`src/logic/rta_pkg.sv`:
```
// constants, types and helpers shared by the alarm, pulse, interrupt and trim logic
// assumes one 40 MHz clock and a one-cycle oscillator strobe per 32.768 kHz period
package rta_pkg;
    localparam logic [7:0] ADDR_STAT0 = 8'h00;
    localparam logic [7:0] ADDR_STAT1 = 8'h01;
    localparam logic [7:0] ADDR_STAT2 = 8'h02;
    localparam logic [7:0] ADDR_TRIM = 8'h10;
    localparam logic [7:0] ADDR_CLK_BASE = 8'h20;
    localparam logic [7:0] ADDR_ALM_BASE = 8'h30;
    localparam logic [7:0] ADDR_TIM_BASE = 8'h40;
    localparam logic [7:0] ADDR_CMD_BOTH = 8'hF0;
    localparam logic [7:0] ADDR_CMD_CLK = 8'hF1;
    localparam logic [7:0] ADDR_CMD_TIM = 8'hF2;
    localparam logic [7:0] CLK_RAM_LEN = 8'h09;
    localparam logic [7:0] ALM_LEN = 8'h05;
    localparam logic [7:0] TIM_LEN = 8'h04;
    localparam int RCLK_FIELDS = 5;
    localparam int RTIM_FIELDS = 4;
    localparam int COUNT_FIELDS = 4;
    // status 0 bits
    localparam int S0_PULSE_EN = 1;
    localparam int S0_ALARM_EN = 2;
    localparam int S0_TIMER_EN = 3;
    localparam int S0_LOCK = 5;
    // status 1 bits
    localparam int S1_PULSE_MASK = 0;
    localparam int S1_ALARM_MASK = 1;
    localparam int S1_TIMER_MASK = 2;
    localparam int S1_PULSE_FLAG = 4;
    localparam int S1_ALARM_FLAG = 5;
    localparam int S1_TIMER_FLAG = 6;
    // status 2 bits
    localparam int S2_SEL_10MS = 0;
    localparam int S2_SEL_100MS = 1;
    localparam int S2_SEL_1S = 2;
    localparam int S2_SEL_1MIN = 3;
    localparam int S2_INIT = 4;
    localparam logic [7:0] REG_RESET = 8'h00;
    localparam logic [7:0] ALARM_DONT_CARE = 8'hFF;
    localparam logic [7:0] READ_FILL = 8'h00;
    // bcd limits of hundredths, seconds, minutes, hours
    localparam logic [7:0] MAX_HSEC = 8'h99;
    localparam logic [7:0] MAX_SEC = 8'h59;
    localparam logic [7:0] MAX_MIN = 8'h59;
    localparam logic [7:0] MAX_HOUR = 8'h23;
    // divider and trim timing
    localparam int OSC_HZ = 32768;
    localparam int TICK_MS = 10;
    localparam int TICK_HZ = 1000 / TICK_MS;
    localparam int TRIM_PERIOD_S = 31;
    localparam int TRIM_PERIOD_CYC = TRIM_PERIOD_S * OSC_HZ;
    localparam logic [15:0] ACC_STEP = 16'(TICK_HZ);
    localparam logic [15:0] ACC_WRAP = 16'(OSC_HZ);
    // pulse interval dividers in parent ticks
    localparam logic [5:0] DIV_100MS = 6'h0A;
    localparam logic [5:0] DIV_1S = 6'h0A;
    localparam logic [5:0] DIV_1MIN = 6'h3C;

    typedef enum logic [1:0] {
        RTA_BUS_IDLE = 2'b00,
        RTA_BUS_WRITE = 2'b01,
        RTA_BUS_READ = 2'b10
    } rta_bus_state_t;

    // bcd increment; out of range values clear with carry
    function automatic logic [8:0] rta_bcd_inc(input logic [7:0] v, input logic [7:0] vmax);
        logic [8:0] r;
        r = 9'h000;
        if (v >= vmax) begin
            r = 9'h100;
        end else if (v[3:0] >= 4'h9) begin
            r = {1'b0, v[7:4] + 4'h1, 4'h0};
        end else begin
            r = {1'b0, v[7:4], v[3:0] + 4'h1};
        end
        return r;
    endfunction

    function automatic logic [7:0] rta_field_max(input int idx);
        logic [7:0] m;
        case (idx)
            0: m = MAX_HSEC;
            1: m = MAX_SEC;
            2: m = MAX_MIN;
            default: m = MAX_HOUR;
        endcase
        return m;
    endfunction

    function automatic logic rta_in_range(input logic [7:0] a, input logic [7:0] base, input logic [7:0] len);
        return (a >= base) && (a < 8'(base + len));
    endfunction

    function automatic logic rta_onehot4(input logic [3:0] v);
        return (v != 4'h0) && ((v & (v - 4'h1)) == 4'h0);
    endfunction
endpackage

```
`src/logic/rta_tick_if.sv`:
```
// interval strobes from the trimmed divider to the pulse and alarm logic
// assumes all strobes are one clk cycle wide in the clk domain
`timescale 1ns/1ps
`default_nettype none
interface rta_tick_if;
    logic tick_10ms;
    logic tick_100ms;
    logic tick_1s;
    logic tick_1min;
    modport div_mp (output tick_10ms);
    modport pul_mp (input tick_10ms, output tick_100ms, output tick_1s, output tick_1min);
    modport core_mp (input tick_10ms, input tick_100ms, input tick_1s, input tick_1min);
endinterface
`default_nettype wire

```
`src/logic/rta_trim_div.sv`:
```
// trimmed divider: oscillator strobes to a 100 Hz update tick
// assumes osc_pulse is one clk cycle per oscillator period
`timescale 1ns/1ps
`default_nettype none
module rta_trim_div #(
    parameter int TRIM_PERIOD = rta_pkg::TRIM_PERIOD_CYC
) (
    input wire logic clk,
    input wire logic sys_rst,
    input wire logic osc_pulse,
    input wire logic [7:0] trim_value,
    rta_tick_if.div_mp ticks
);
    typedef struct packed {
        logic [19:0] period_cnt;
        logic [7:0] remove_cnt;
        logic [15:0] acc;
        logic tick;
    } rta_div_state_t;

    rta_div_state_t s_reg;
    rta_div_state_t s_next;

    always_comb begin
        s_next = s_reg;
        s_next.tick = 1'b0;
        if (osc_pulse) begin
            // pending removals swallow pulses before the divider sees them
            if (s_reg.remove_cnt != 8'h00) begin
                s_next.remove_cnt = s_reg.remove_cnt - 8'h01;
            end else if (s_reg.acc + rta_pkg::ACC_STEP >= rta_pkg::ACC_WRAP) begin
                s_next.acc = s_reg.acc + rta_pkg::ACC_STEP - rta_pkg::ACC_WRAP;
                s_next.tick = 1'b1;
            end else begin
                s_next.acc = s_reg.acc + rta_pkg::ACC_STEP;
            end
            // period counts every oscillator cycle, swallowed or not
            if (s_reg.period_cnt == 20'(TRIM_PERIOD - 1)) begin
                s_next.period_cnt = 20'h00000;
                s_next.remove_cnt = trim_value;
            end else begin
                s_next.period_cnt = s_reg.period_cnt + 20'h00001;
            end
        end
    end

    always_ff @(posedge clk or posedge sys_rst) begin
        if (sys_rst) begin
            s_reg <= '0;
        end else begin
            s_reg <= s_next;
        end
    end

    assign ticks.tick_10ms = s_reg.tick;
endmodule // rta_trim_div
`default_nettype wire

```
`src/logic/rta_pulse_gen.sv`:
```
// derives 100 ms, 1 s and 1 min strobes from the 10 ms tick
// assumes tick_10ms is a one-cycle strobe
`timescale 1ns/1ps
`default_nettype none
module rta_pulse_gen (
    input wire logic clk,
    input wire logic sys_rst,
    rta_tick_if.pul_mp ticks
);
    typedef struct packed {
        logic [5:0] c100;
        logic [5:0] c1s;
        logic [5:0] c1m;
        logic t100;
        logic t1s;
        logic t1m;
    } rta_pul_state_t;

    rta_pul_state_t s_reg;
    rta_pul_state_t s_next;

    always_comb begin
        s_next = s_reg;
        s_next.t100 = 1'b0;
        s_next.t1s = 1'b0;
        s_next.t1m = 1'b0;
        if (ticks.tick_10ms) begin
            if (s_reg.c100 == rta_pkg::DIV_100MS - 6'h01) begin
                s_next.c100 = 6'h00;
                s_next.t100 = 1'b1;
                if (s_reg.c1s == rta_pkg::DIV_1S - 6'h01) begin
                    s_next.c1s = 6'h00;
                    s_next.t1s = 1'b1;
                    if (s_reg.c1m == rta_pkg::DIV_1MIN - 6'h01) begin
                        s_next.c1m = 6'h00;
                        s_next.t1m = 1'b1;
                    end else begin
                        s_next.c1m = s_reg.c1m + 6'h01;
                    end
                end else begin
                    s_next.c1s = s_reg.c1s + 6'h01;
                end
            end else begin
                s_next.c100 = s_reg.c100 + 6'h01;
            end
        end
    end

    always_ff @(posedge clk or posedge sys_rst) begin
        if (sys_rst) begin
            s_reg <= '0;
        end else begin
            s_reg <= s_next;
        end
    end

    assign ticks.tick_100ms = s_reg.t100;
    assign ticks.tick_1s = s_reg.t1s;
    assign ticks.tick_1min = s_reg.t1m;
endmodule // rta_pulse_gen
`default_nettype wire

```
`src/logic/rta_core.sv`:
```
// clock core: multiplexed byte bus, alarm, timer, pulse, interrupt pin, lock and trim
// assumes bus pins and osc_pulse are synchronous to clk; irq pin has an external pullup
`timescale 1ns/1ps
`default_nettype none
module rta_core #(
    parameter int TRIM_PERIOD = rta_pkg::TRIM_PERIOD_CYC
) (
    input wire logic clk,
    input wire logic sys_rst,
    input wire logic osc_pulse,
    input wire logic power_fail_input,
    input wire logic bus_cs_n,
    input wire logic bus_rd_n,
    input wire logic bus_wr_n,
    input wire logic bus_data_sel,
    input wire logic [7:0] ad_in,
    output logic [7:0] ad_out,
    output logic ad_oe_n,
    output logic irq_out,
    output logic irq_oe_n
);
    typedef struct packed {
        rta_pkg::rta_bus_state_t bus;
        logic [7:0] addr_latch;
        logic [2:0][7:0] stat;
        logic [7:0] trim;
        logic [8:0][7:0] cram;
        logic [4:0][7:0] aram;
        logic [3:0][7:0] tram;
        logic [4:0][7:0] rclk;
        logic [3:0][7:0] rtim;
        logic [7:0] ad_out;
        logic ad_oe_n;
        logic irq_out;
        logic irq_oe_n;
    } rta_core_state_t;

    rta_core_state_t s_reg;
    rta_core_state_t s_next;
    rta_tick_if ticks ();

    rta_trim_div #(
        .TRIM_PERIOD(TRIM_PERIOD)
    ) u_div (
        .clk(clk),
        .sys_rst(sys_rst),
        .osc_pulse(osc_pulse),
        .trim_value(s_reg.trim),
        .ticks(ticks.div_mp)
    );

    rta_pulse_gen u_pul (
        .clk(clk),
        .sys_rst(sys_rst),
        .ticks(ticks.pul_mp)
    );

    // byte read mux over the register map
    function automatic logic [7:0] rd_byte(input rta_core_state_t st, input logic [7:0] a);
        logic [7:0] d;
        d = rta_pkg::READ_FILL;
        if (a == rta_pkg::ADDR_STAT0 || a == rta_pkg::ADDR_STAT1 || a == rta_pkg::ADDR_STAT2) begin
            d = st.stat[a[1:0]];
        end else if (a == rta_pkg::ADDR_TRIM) begin
            d = st.trim;
        end else if (rta_pkg::rta_in_range(a, rta_pkg::ADDR_CLK_BASE, rta_pkg::CLK_RAM_LEN)) begin
            d = st.cram[4'(a - rta_pkg::ADDR_CLK_BASE)];
        end else if (rta_pkg::rta_in_range(a, rta_pkg::ADDR_ALM_BASE, rta_pkg::ALM_LEN)) begin
            d = st.aram[3'(a - rta_pkg::ADDR_ALM_BASE)];
        end else if (rta_pkg::rta_in_range(a, rta_pkg::ADDR_TIM_BASE, rta_pkg::TIM_LEN)) begin
            d = st.tram[2'(a - rta_pkg::ADDR_TIM_BASE)];
        end
        return d;
    endfunction

    function automatic logic is_cmd(input logic [7:0] a);
        return a == rta_pkg::ADDR_CMD_BOTH || a == rta_pkg::ADDR_CMD_CLK || a == rta_pkg::ADDR_CMD_TIM;
    endfunction

    logic wr_start;
    logic rd_start;
    logic lock;
    logic alarm_match;
    logic alarm_ev;
    logic timer_ev;
    logic pulse_ev;
    logic pulse_hit;
    logic carry;
    logic [8:0] inc;
    logic [3:0] psel;
    logic [7:0] a;
    logic irq_alarm;
    logic irq_other;

    always_comb begin
        s_next = s_reg;
        a = s_reg.addr_latch;
        lock = s_reg.stat[0][rta_pkg::S0_LOCK];
        wr_start = !bus_cs_n && !bus_wr_n && bus_rd_n;
        rd_start = !bus_cs_n && !bus_rd_n && bus_wr_n;
        alarm_ev = 1'b0;
        timer_ev = 1'b0;
        carry = 1'b0;
        inc = 9'h000;

        // alarm compare against the running clock before this tick advances it
        alarm_match = 1'b1;
        for (int i = 0; i < rta_pkg::RCLK_FIELDS; i++) begin
            if (s_reg.aram[i] != rta_pkg::ALARM_DONT_CARE && s_reg.aram[i] != s_reg.rclk[i]) begin
                alarm_match = 1'b0;
            end
        end
        if (ticks.tick_10ms && s_reg.stat[0][rta_pkg::S0_ALARM_EN] && alarm_match) begin
            alarm_ev = 1'b1;
        end

        // running clock; date held, calendar is not counted here
        if (ticks.tick_10ms) begin
            carry = 1'b1;
            for (int i = 0; i < rta_pkg::COUNT_FIELDS; i++) begin
                if (carry) begin
                    inc = rta_pkg::rta_bcd_inc(s_reg.rclk[i], rta_pkg::rta_field_max(i));
                    s_next.rclk[i] = inc[7:0];
                    carry = inc[8];
                end
            end
        end

        // elapsed timer, counts in standby too
        if (ticks.tick_10ms && s_reg.stat[0][rta_pkg::S0_TIMER_EN]) begin
            carry = 1'b1;
            for (int i = 0; i < rta_pkg::RTIM_FIELDS; i++) begin
                if (carry) begin
                    inc = rta_pkg::rta_bcd_inc(s_reg.rtim[i], rta_pkg::rta_field_max(i));
                    s_next.rtim[i] = inc[7:0];
                    carry = inc[8];
                end
            end
            timer_ev = carry;
        end

        // pulse interval selection
        psel = s_reg.stat[2][3:0];
        pulse_hit = (psel[rta_pkg::S2_SEL_10MS] && ticks.tick_10ms)
                 || (psel[rta_pkg::S2_SEL_100MS] && ticks.tick_100ms)
                 || (psel[rta_pkg::S2_SEL_1S] && ticks.tick_1s)
                 || (psel[rta_pkg::S2_SEL_1MIN] && ticks.tick_1min);
        pulse_ev = pulse_hit && rta_pkg::rta_onehot4(psel)
                && s_reg.stat[0][rta_pkg::S0_PULSE_EN]
                && !power_fail_input;

        // bus access taken on the strobe's leading edge
        case (s_reg.bus)
            rta_pkg::RTA_BUS_IDLE: begin
                if (wr_start) begin
                    s_next.bus = rta_pkg::RTA_BUS_WRITE;
                    if (!bus_data_sel) begin
                        s_next.addr_latch = ad_in;
                    end else if (a == rta_pkg::ADDR_STAT0 || a == rta_pkg::ADDR_STAT1 || a == rta_pkg::ADDR_STAT2) begin
                        s_next.stat[a[1:0]] = ad_in;
                        if (a == rta_pkg::ADDR_STAT2 && ad_in[rta_pkg::S2_INIT]) begin
                            s_next.stat[0] = rta_pkg::REG_RESET;
                            s_next.stat[1] = rta_pkg::REG_RESET;
                        end
                    end else if (a == rta_pkg::ADDR_TRIM) begin
                        if (!lock) begin
                            s_next.trim = ad_in;
                        end
                    end else if (rta_pkg::rta_in_range(a, rta_pkg::ADDR_CLK_BASE, rta_pkg::CLK_RAM_LEN)) begin
                        s_next.cram[4'(a - rta_pkg::ADDR_CLK_BASE)] = ad_in;
                    end else if (rta_pkg::rta_in_range(a, rta_pkg::ADDR_ALM_BASE, rta_pkg::ALM_LEN)) begin
                        s_next.aram[3'(a - rta_pkg::ADDR_ALM_BASE)] = ad_in;
                    end else if (rta_pkg::rta_in_range(a, rta_pkg::ADDR_TIM_BASE, rta_pkg::TIM_LEN)) begin
                        s_next.tram[2'(a - rta_pkg::ADDR_TIM_BASE)] = ad_in;
                    end else if (is_cmd(a) && !lock) begin
                        if (a != rta_pkg::ADDR_CMD_TIM) begin
                            for (int i = 0; i < rta_pkg::RCLK_FIELDS; i++) begin
                                s_next.rclk[i] = s_reg.cram[i];
                            end
                        end
                        if (a != rta_pkg::ADDR_CMD_CLK) begin
                            s_next.rtim = s_reg.tram;
                        end
                    end
                end else if (rd_start) begin
                    s_next.bus = rta_pkg::RTA_BUS_READ;
                    if (!bus_data_sel) begin
                        s_next.ad_out = s_reg.addr_latch;
                    end else begin
                        s_next.ad_out = rd_byte(s_reg, a);
                        if (is_cmd(a)) begin
                            if (a != rta_pkg::ADDR_CMD_TIM) begin
                                for (int i = 0; i < rta_pkg::RCLK_FIELDS; i++) begin
                                    s_next.cram[i] = s_reg.rclk[i];
                                end
                            end
                            if (a != rta_pkg::ADDR_CMD_CLK) begin
                                s_next.tram = s_reg.rtim;
                            end
                        end
                    end
                end
            end
            rta_pkg::RTA_BUS_WRITE: begin
                if (bus_cs_n || bus_wr_n) begin
                    s_next.bus = rta_pkg::RTA_BUS_IDLE;
                end
            end
            rta_pkg::RTA_BUS_READ: begin
                if (bus_cs_n || bus_rd_n) begin
                    s_next.bus = rta_pkg::RTA_BUS_IDLE;
                end
            end
            default: begin
                s_next.bus = rta_pkg::RTA_BUS_IDLE;
            end
        endcase
        s_next.ad_oe_n = (s_next.bus != rta_pkg::RTA_BUS_READ);

        // hardware only sets flags; a set in the clearing cycle wins
        if (alarm_ev) begin
            s_next.stat[1][rta_pkg::S1_ALARM_FLAG] = 1'b1;
        end
        if (timer_ev) begin
            s_next.stat[1][rta_pkg::S1_TIMER_FLAG] = 1'b1;
        end
        if (pulse_ev) begin
            s_next.stat[1][rta_pkg::S1_PULSE_FLAG] = 1'b1;
        end

        // open drain interrupt, pulled low while an unmasked alarm flag stands, or an unmasked pulse or timer flag while power_fail_input is low
        irq_alarm = s_next.stat[1][rta_pkg::S1_ALARM_FLAG] && s_next.stat[1][rta_pkg::S1_ALARM_MASK];
        irq_other = ((s_next.stat[1][rta_pkg::S1_PULSE_FLAG] && s_next.stat[1][rta_pkg::S1_PULSE_MASK])
                  || (s_next.stat[1][rta_pkg::S1_TIMER_FLAG] && s_next.stat[1][rta_pkg::S1_TIMER_MASK]))
                  && !power_fail_input;
        s_next.irq_oe_n = !(irq_alarm || irq_other);
        s_next.irq_out = 1'b0;
    end

    always_ff @(posedge clk or posedge sys_rst) begin
        if (sys_rst) begin
            s_reg <= '0;
            s_reg.ad_oe_n <= 1'b1;
            s_reg.irq_oe_n <= 1'b1;
        end else begin
            s_reg <= s_next;
        end
    end

    assign ad_out = s_reg.ad_out;
    assign ad_oe_n = s_reg.ad_oe_n;
    assign irq_out = s_reg.irq_out;
    assign irq_oe_n = s_reg.irq_oe_n;
endmodule // rta_core
`default_nettype wire

```
`config.mk`:
```
export PLATFORM = sky130hd
export DESIGN_NAME = rta_core
export DESIGN_NICKNAME = d
export VERILOG_FILES = /design/src/logic/rta_pkg.sv /design/src/logic/rta_tick_if.sv /design/src/logic/rta_trim_div.sv /design/src/logic/rta_pulse_gen.sv /design/src/logic/rta_core.sv
export SDC_FILE = /design/constraint.sdc
export NUM_CORES = 1
export LEC_CHECK = 0
export ABC_AREA = 1
export BUFFER_PORTS_ARGS = -buffer_cell sky130_fd_sc_hd__buf_2
export CAP_MARGIN = 25
export CELL_PAD_IN_SITES_DETAIL_PLACEMENT = 0
export CELL_PAD_IN_SITES_GLOBAL_PLACEMENT = 1
export CORE_MARGIN = 2
export CORE_UTILIZATION = 29
export CTS_CLUSTER_DIAMETER = 200
export DETAILED_ROUTE_END_ITERATION = 10
export MAX_ROUTING_LAYER = met4
export PLACE_DENSITY_LB_ADDON = 0.15
export SETUP_SLACK_MARGIN = 0.05
export SYNTH_ARGS = -nofsm -noshare
export SYNTH_HDL_FRONTEND = slang
export SYNTH_SLANG_ARGS = --single-unit
export TNS_END_PERCENT = 10
```
`constraint.sdc`:
```
create_clock -name clk -period 10.7 [get_ports clk]
set_input_delay 0.535 -clock clk [delete_from_list [all_inputs] [get_ports clk]]
set_output_delay 0.535 -clock clk [all_outputs]
set_load 0.005 [all_outputs]
```
* Yosys cells after proc, flatten, opt, wreduce, memory -nomap -nowiden
Cells that the tools add are included.
** Word-level totals
- Register bits :: 334
- Latch bits :: 0
- RAM bits :: 0
- Memory bits (read-only) :: 0
- Output and inout bits :: 11
- Memories kept :: 0
** Operators by class
- $add $sub $neg :: 27
- $mul :: 0
- Divide/modulo/power cells :: 0
- $lt $le $gt $ge :: 31
- Equality and inequality tests :: 33
- Shift operators :: 0
- Multiplexer cells :: 136
- Bitwise operators :: 10
- Reductions and logical operators :: 73
** Operators by type and width (number)
- 2-to-1 mux 8 bit :: 49
- 2-to-1 mux 40 bit :: 8
- 2-to-1 mux 32 bit :: 9
- 2-to-1 mux 72 bit :: 4
- 2-to-1 mux 247 bit :: 1
- 2-to-1 mux 239 bit :: 1
- 2-to-1 mux 224 bit :: 1
- 2-to-1 mux 216 bit :: 1
- 2-to-1 mux 144 bit :: 1
- 2-to-1 mux 104 bit :: 1
- bitwise mux 72 bit :: 1
- adder 4 x 1 -> 4 bit (second input constant) :: 16
- greater-or-equal comparator 8 bit :: 8
- 2-to-1 mux 9 bit :: 7
- != test 8 bit (second input constant) :: 7
- 2-to-1 mux 55 bit :: 1
- bitwise mux 40 bit :: 1
- != test 8 bit :: 5
- logical AND 1 bit :: 33
- binary-select mux 8 bit (select 2 bit) :: 2
- binary-select mux 8 bit (select 4 bit) :: 1
- bitwise mux 32 bit :: 1
- demux 8 bit (select 2 bit) :: 2
- demux 8 bit (select 4 bit) :: 1
- 60 further kinds :: 148

* Depth between registers and ports, before layout
- Word-level depth :: 39
- Gate-level depth with buffers :: 15
- Gate-level depth less buffers :: 14

* Hierarchy
From an unflattened synthesis, not the netlist that was laid out.
** Unflattened totals
- Cells, all modules :: 2625
- Area total of the unflattened synthesis :: 19418.6 um^2
** By module, submodules not included
- rta_core :: instances 1, cells each 2126, area each 15600.0 um^2, seq. area each 6708.9 um^2
- rta_trim_div :: instances 1, cells each 365, area each 2696.3 um^2, seq. area each 1076.0 um^2
- rta_pulse_gen :: instances 1, cells each 134, area each 1122.3 um^2, seq. area each 525.5 um^2

* Worst setup path before layout
No wires, ideal clock.
- Path kind :: input -> register
- Start point :: in bus_cs_n
- End point :: reg s_reg[161] (netlist bit)
- Arrival time :: 2.010 ns
- Required time :: 10.635 ns
- Path slack :: 8.624 ns
- Stages :: 11
- Path buffers :: 2
- Cell sequence :: nor2_1 nand2_1 inv_1 buf_2 nand2_1 nor2_1 buf_2 nand2_1 o21ai_0 nand2_1 nand2_1
** Between the ends
- Word-level cells in the longest chain between the ends :: 5
- Elaborated cells on any way between the ends :: 15
- Those cells by class :: 5 x eq/ne; 1 x mux; 9 x reduce/logical
** RTL lines
- from (decl) :: line rta_core.sv:12 : input wire logic bus_cs_n,
- logical NOT 1 bit * :: line rta_core.sv:99, rta_core.sv:100
- logical AND 1 bit, on equally long branches (2 in a row) :: line rta_core.sv:99, rta_core.sv:100
- != test 2 x 1 -> 1 bit (no source line), or another cell as far along
- AND reduction 9 bit (no source line)
- to (signal assigned) :: line rta_core.sv:246 : s_reg <= s_next;
- to (decl) :: line rta_core.sv:38 : rta_core_state_t s_reg;
Every way passes the cells marked *; elsewhere a longest branch is shown, timed or not.
A chain may end at the register's enable or synchronous reset.

==> results.yml <==
detailed_routing:
  totalWireLength_mm: 70.2
  wl_met2_mm: 31.7
  via_count: 17358
  drt-initial-drc-count: 1322
  drc: 0
  dr_wl_met3_mm: 3.73
  top_layer: "met4"
  wl_per_cell_um: 20.4
  drt-pass1-iter-count: 6
  viasPerCell: 5.03
  ant_nets: 0
  wl_met1_mm: 32.6
sta:
  period_share_pct: 31.2
  rsz0062_at_grt: "false"
  post-route-min-period_ns: 3.33
  clock_skew_ns: 0.0193
  timing.setup.tns_ns: 0
  setup_violations: 0
  setup_ws_ns: 7.37
  relSlewSlack_pct: 31.0
  tightestPinTransition_ns: 1.03
  hold_viol: 0
  slew_violations: 0
  fmax_mhz: 300
pwr:
  clkPwrFrac_pct: 41.0
  p_sw_w: 0.00126
  power_density_nw_per_um2: 178
  pwr-share-seq_pct: 40.5
  ir_drop_mv: 0.111
  p_int_w: 0.00256
  switching_share_pct: 32.9
  p_comb_share_pct: 18.5
  leakage_nw: 10.1
clock_tree:
  insertion_delay_ns: 0.58
  cts_tree: "yes"
  clock_sink_count: 332
  clockBufferDepth: 3
  ctsResizeCount: 0
  root_buffer: "clkbuf_16"
  cts_setup_buffers: 0
  cts.clk_slew.worst_paths_ns: 0.06
  htreeDepth: 2
  numCtsBuffers: 44
  postCtsHoldBufs: 0
placed_design:
  place_ws_ns: 7.31
  io_buffers: 25
  routabilityCongestion: 0.911
  hpwl_mm: 50.5
synth:
  ys_types: 51
  postSynth.asyncResetShare_pct: 100
  yosysTopAreaCellShare_pct: 43.5
  syn_nets: 2628
  yosysTopAreaCell: "dfrtp_1"
  netlist_area_um2: 19000
  ys_top_cells_by_area: "dfrtp_1, nand2_1, o21ai_0"
  syn_area_per_cell_um2: 7.41
  synth_cells: 2564
  yosysSeqAreaShare_pct: 43.8
  ys_warn_count: 0
  synthFlopType: "dfrtp_1"
  synth_edf_count: 0
  ys_seq_elements: 332
floorplanning:
  core_area_um2: 64600
  die_w_um: 260
  ios: 27
  initial_utilization_pct: 29.4
  die_h_um: 260
  dieArea_um2: 67600
  num_rows: 93
job:
  drv_cap: 0
run_status:
  status: "finished clean"
worst_setup_path:
  cp_max_fo: 34
  startpoint_type: "flop"
  cp.required_ns: 11.16
  timing.rr.start: "a[2]"
  r2r_cells: 11
  end_kind: "flop"
  reg2reg_slack_ns: 7.37
  r2r_end: "s_reg[67]"
  path_class: "reg -> reg"
  arrival_ns: 3.80
hold_path:
  hp-class: "in -> async"
layout:
  nets: 2621
  layout-drive-gt1-share_pct: 6.98
  largest_reg_flops: 245
  area_growth_syn_to_layout_pct: 12.9
  layout_commonest_cell: "nand2_1"
  layout_common_cells: "nand2_1, dfrtp_1, inv_1"
grt:
  grt_max_degree: 174
  first_global_vias: 17099
  track_usage_pct: 21.6
  grt_pass1_wl_mm: 107
  antenna_found_initial: 3
  overflow: 0
stage by stage:
stage / hold WS [ns] / instances / area (µm²) / utilization, % / total power (W)
after floorplan: 0.442 / 2564 / 19000 / - / 0.00198
after global placement: 0.460 / 3365 / 19900 / 30.8 / 0.00226
after detailed placement: 0.467 / 3365 / 19900 / 30.8 / 0.00227
after CTS: 0.0839 / 3447 / 21400 / 33.2 / 0.00386
after global routing: 0.0979 / 3449 / 21400 / 33.2 / 0.00400
final: 0.0286 / 3449 / 21400 / 33.2 / 0.00382
critical path, stage by stage (launching register included):
cell and delay [ns]:
dfrtp_1 0.68, inv_1 0.35, nand2_2 0.23, nand2_1 0.07, nand2_1 0.15, nand2_1 0.11, nor2_4 0.16, nand3_2 0.50
inv_2 0.71, a21oi_1 0.08, nand2_1 0.09, nand2_1 0.05
layer usage:
metal	up-vias	global-route usage, %
met3	111	3.50
met4	0	7.06
met1	8465	29.3
met2	436	32.7
li1	8346	-
met5	-	-
cell usage after synthesis (all sizes together), types with 2 or more instances:
master   instances
or2              9
nand2          810
o31ai            6
o22ai           65
dfrtp          330
o211ai          13
buf             37
clkinv           3
nand4           56
and2             2
xnor2           34
a41oi            3
xor2            32
nor3            45
nor4             6
and3             2
clkbuf          59
nor2           226
nor3b            6
a22oi           24
inv            274
a31oi           14
a21oi          120
nand3          106
o2111ai          2
dfstp            2
ha              48
o21ai          221
cells by family (layout without fill, tap and decap cells):
logic type | after synthesis | in the layout | synth area share [%]
other | 1 | 2 | 0.0197
muxes | 1 | 1 | 0.0527
DFF | 332 | 332 | 43.8
AOI/OAI and AO/OA | 472 | 472 | 13.8
adders and majority gates | 48 | 48 | 3.16
buffers and inverters | 373 | 402 | 7.79
and+or+nand+nor | 1271 | 1271 | 28.3
xor gates and xnor gates | 66 | 66 | 3.04
area by class of cell:
cell class	count	area, µm²
Timing Repair Buffer	43	273
Tap cell	855	1070
Clock buffer	70	1390
Antenna cell	1	2.50
Multi-Input combinational cell	1859	9210
Fill cell	6963	43100
Clock inverter	12	150
Inverter	277	1050
Sequential cell	332	8310
worst max path at each step:
stage / startpoint / to / slack [ns] / cells after the start
floorplan: sys_rst / a[0] / 0.97 / 1
global placement: bus_wr_n / s_reg[104] / 7.32 / 13
detailed placement: bus_wr_n / s_reg[99] / 7.31 / 13
CTS: a[2] / s_reg[77] / 7.39 / 9
global route: a[2] / s_reg[77] / 7.11 / 9
finish: a[2] / s_reg[67] / 7.37 / 11
power by group through the flow:
| stage | clock [W] | sequential, W | combinational [W] |
|---|---|---|---|
| 6_report | 0.00157 | 0.00155 | 0.000706 |
| 5_1_grt | 0.00166 | 0.00157 | 0.000781 |
| 4_1_cts | 0.00161 | 0.00155 | 0.000706 |
| 3_5_place_dp | 0 | 0.00157 | 0.000702 |
| 3_3_place_gp | 0 | 0.00157 | 0.000697 |
| 2_1_floorplan | 0 | 0.00150 | 0.000481 |
Power figures use the tool's default switching activity.
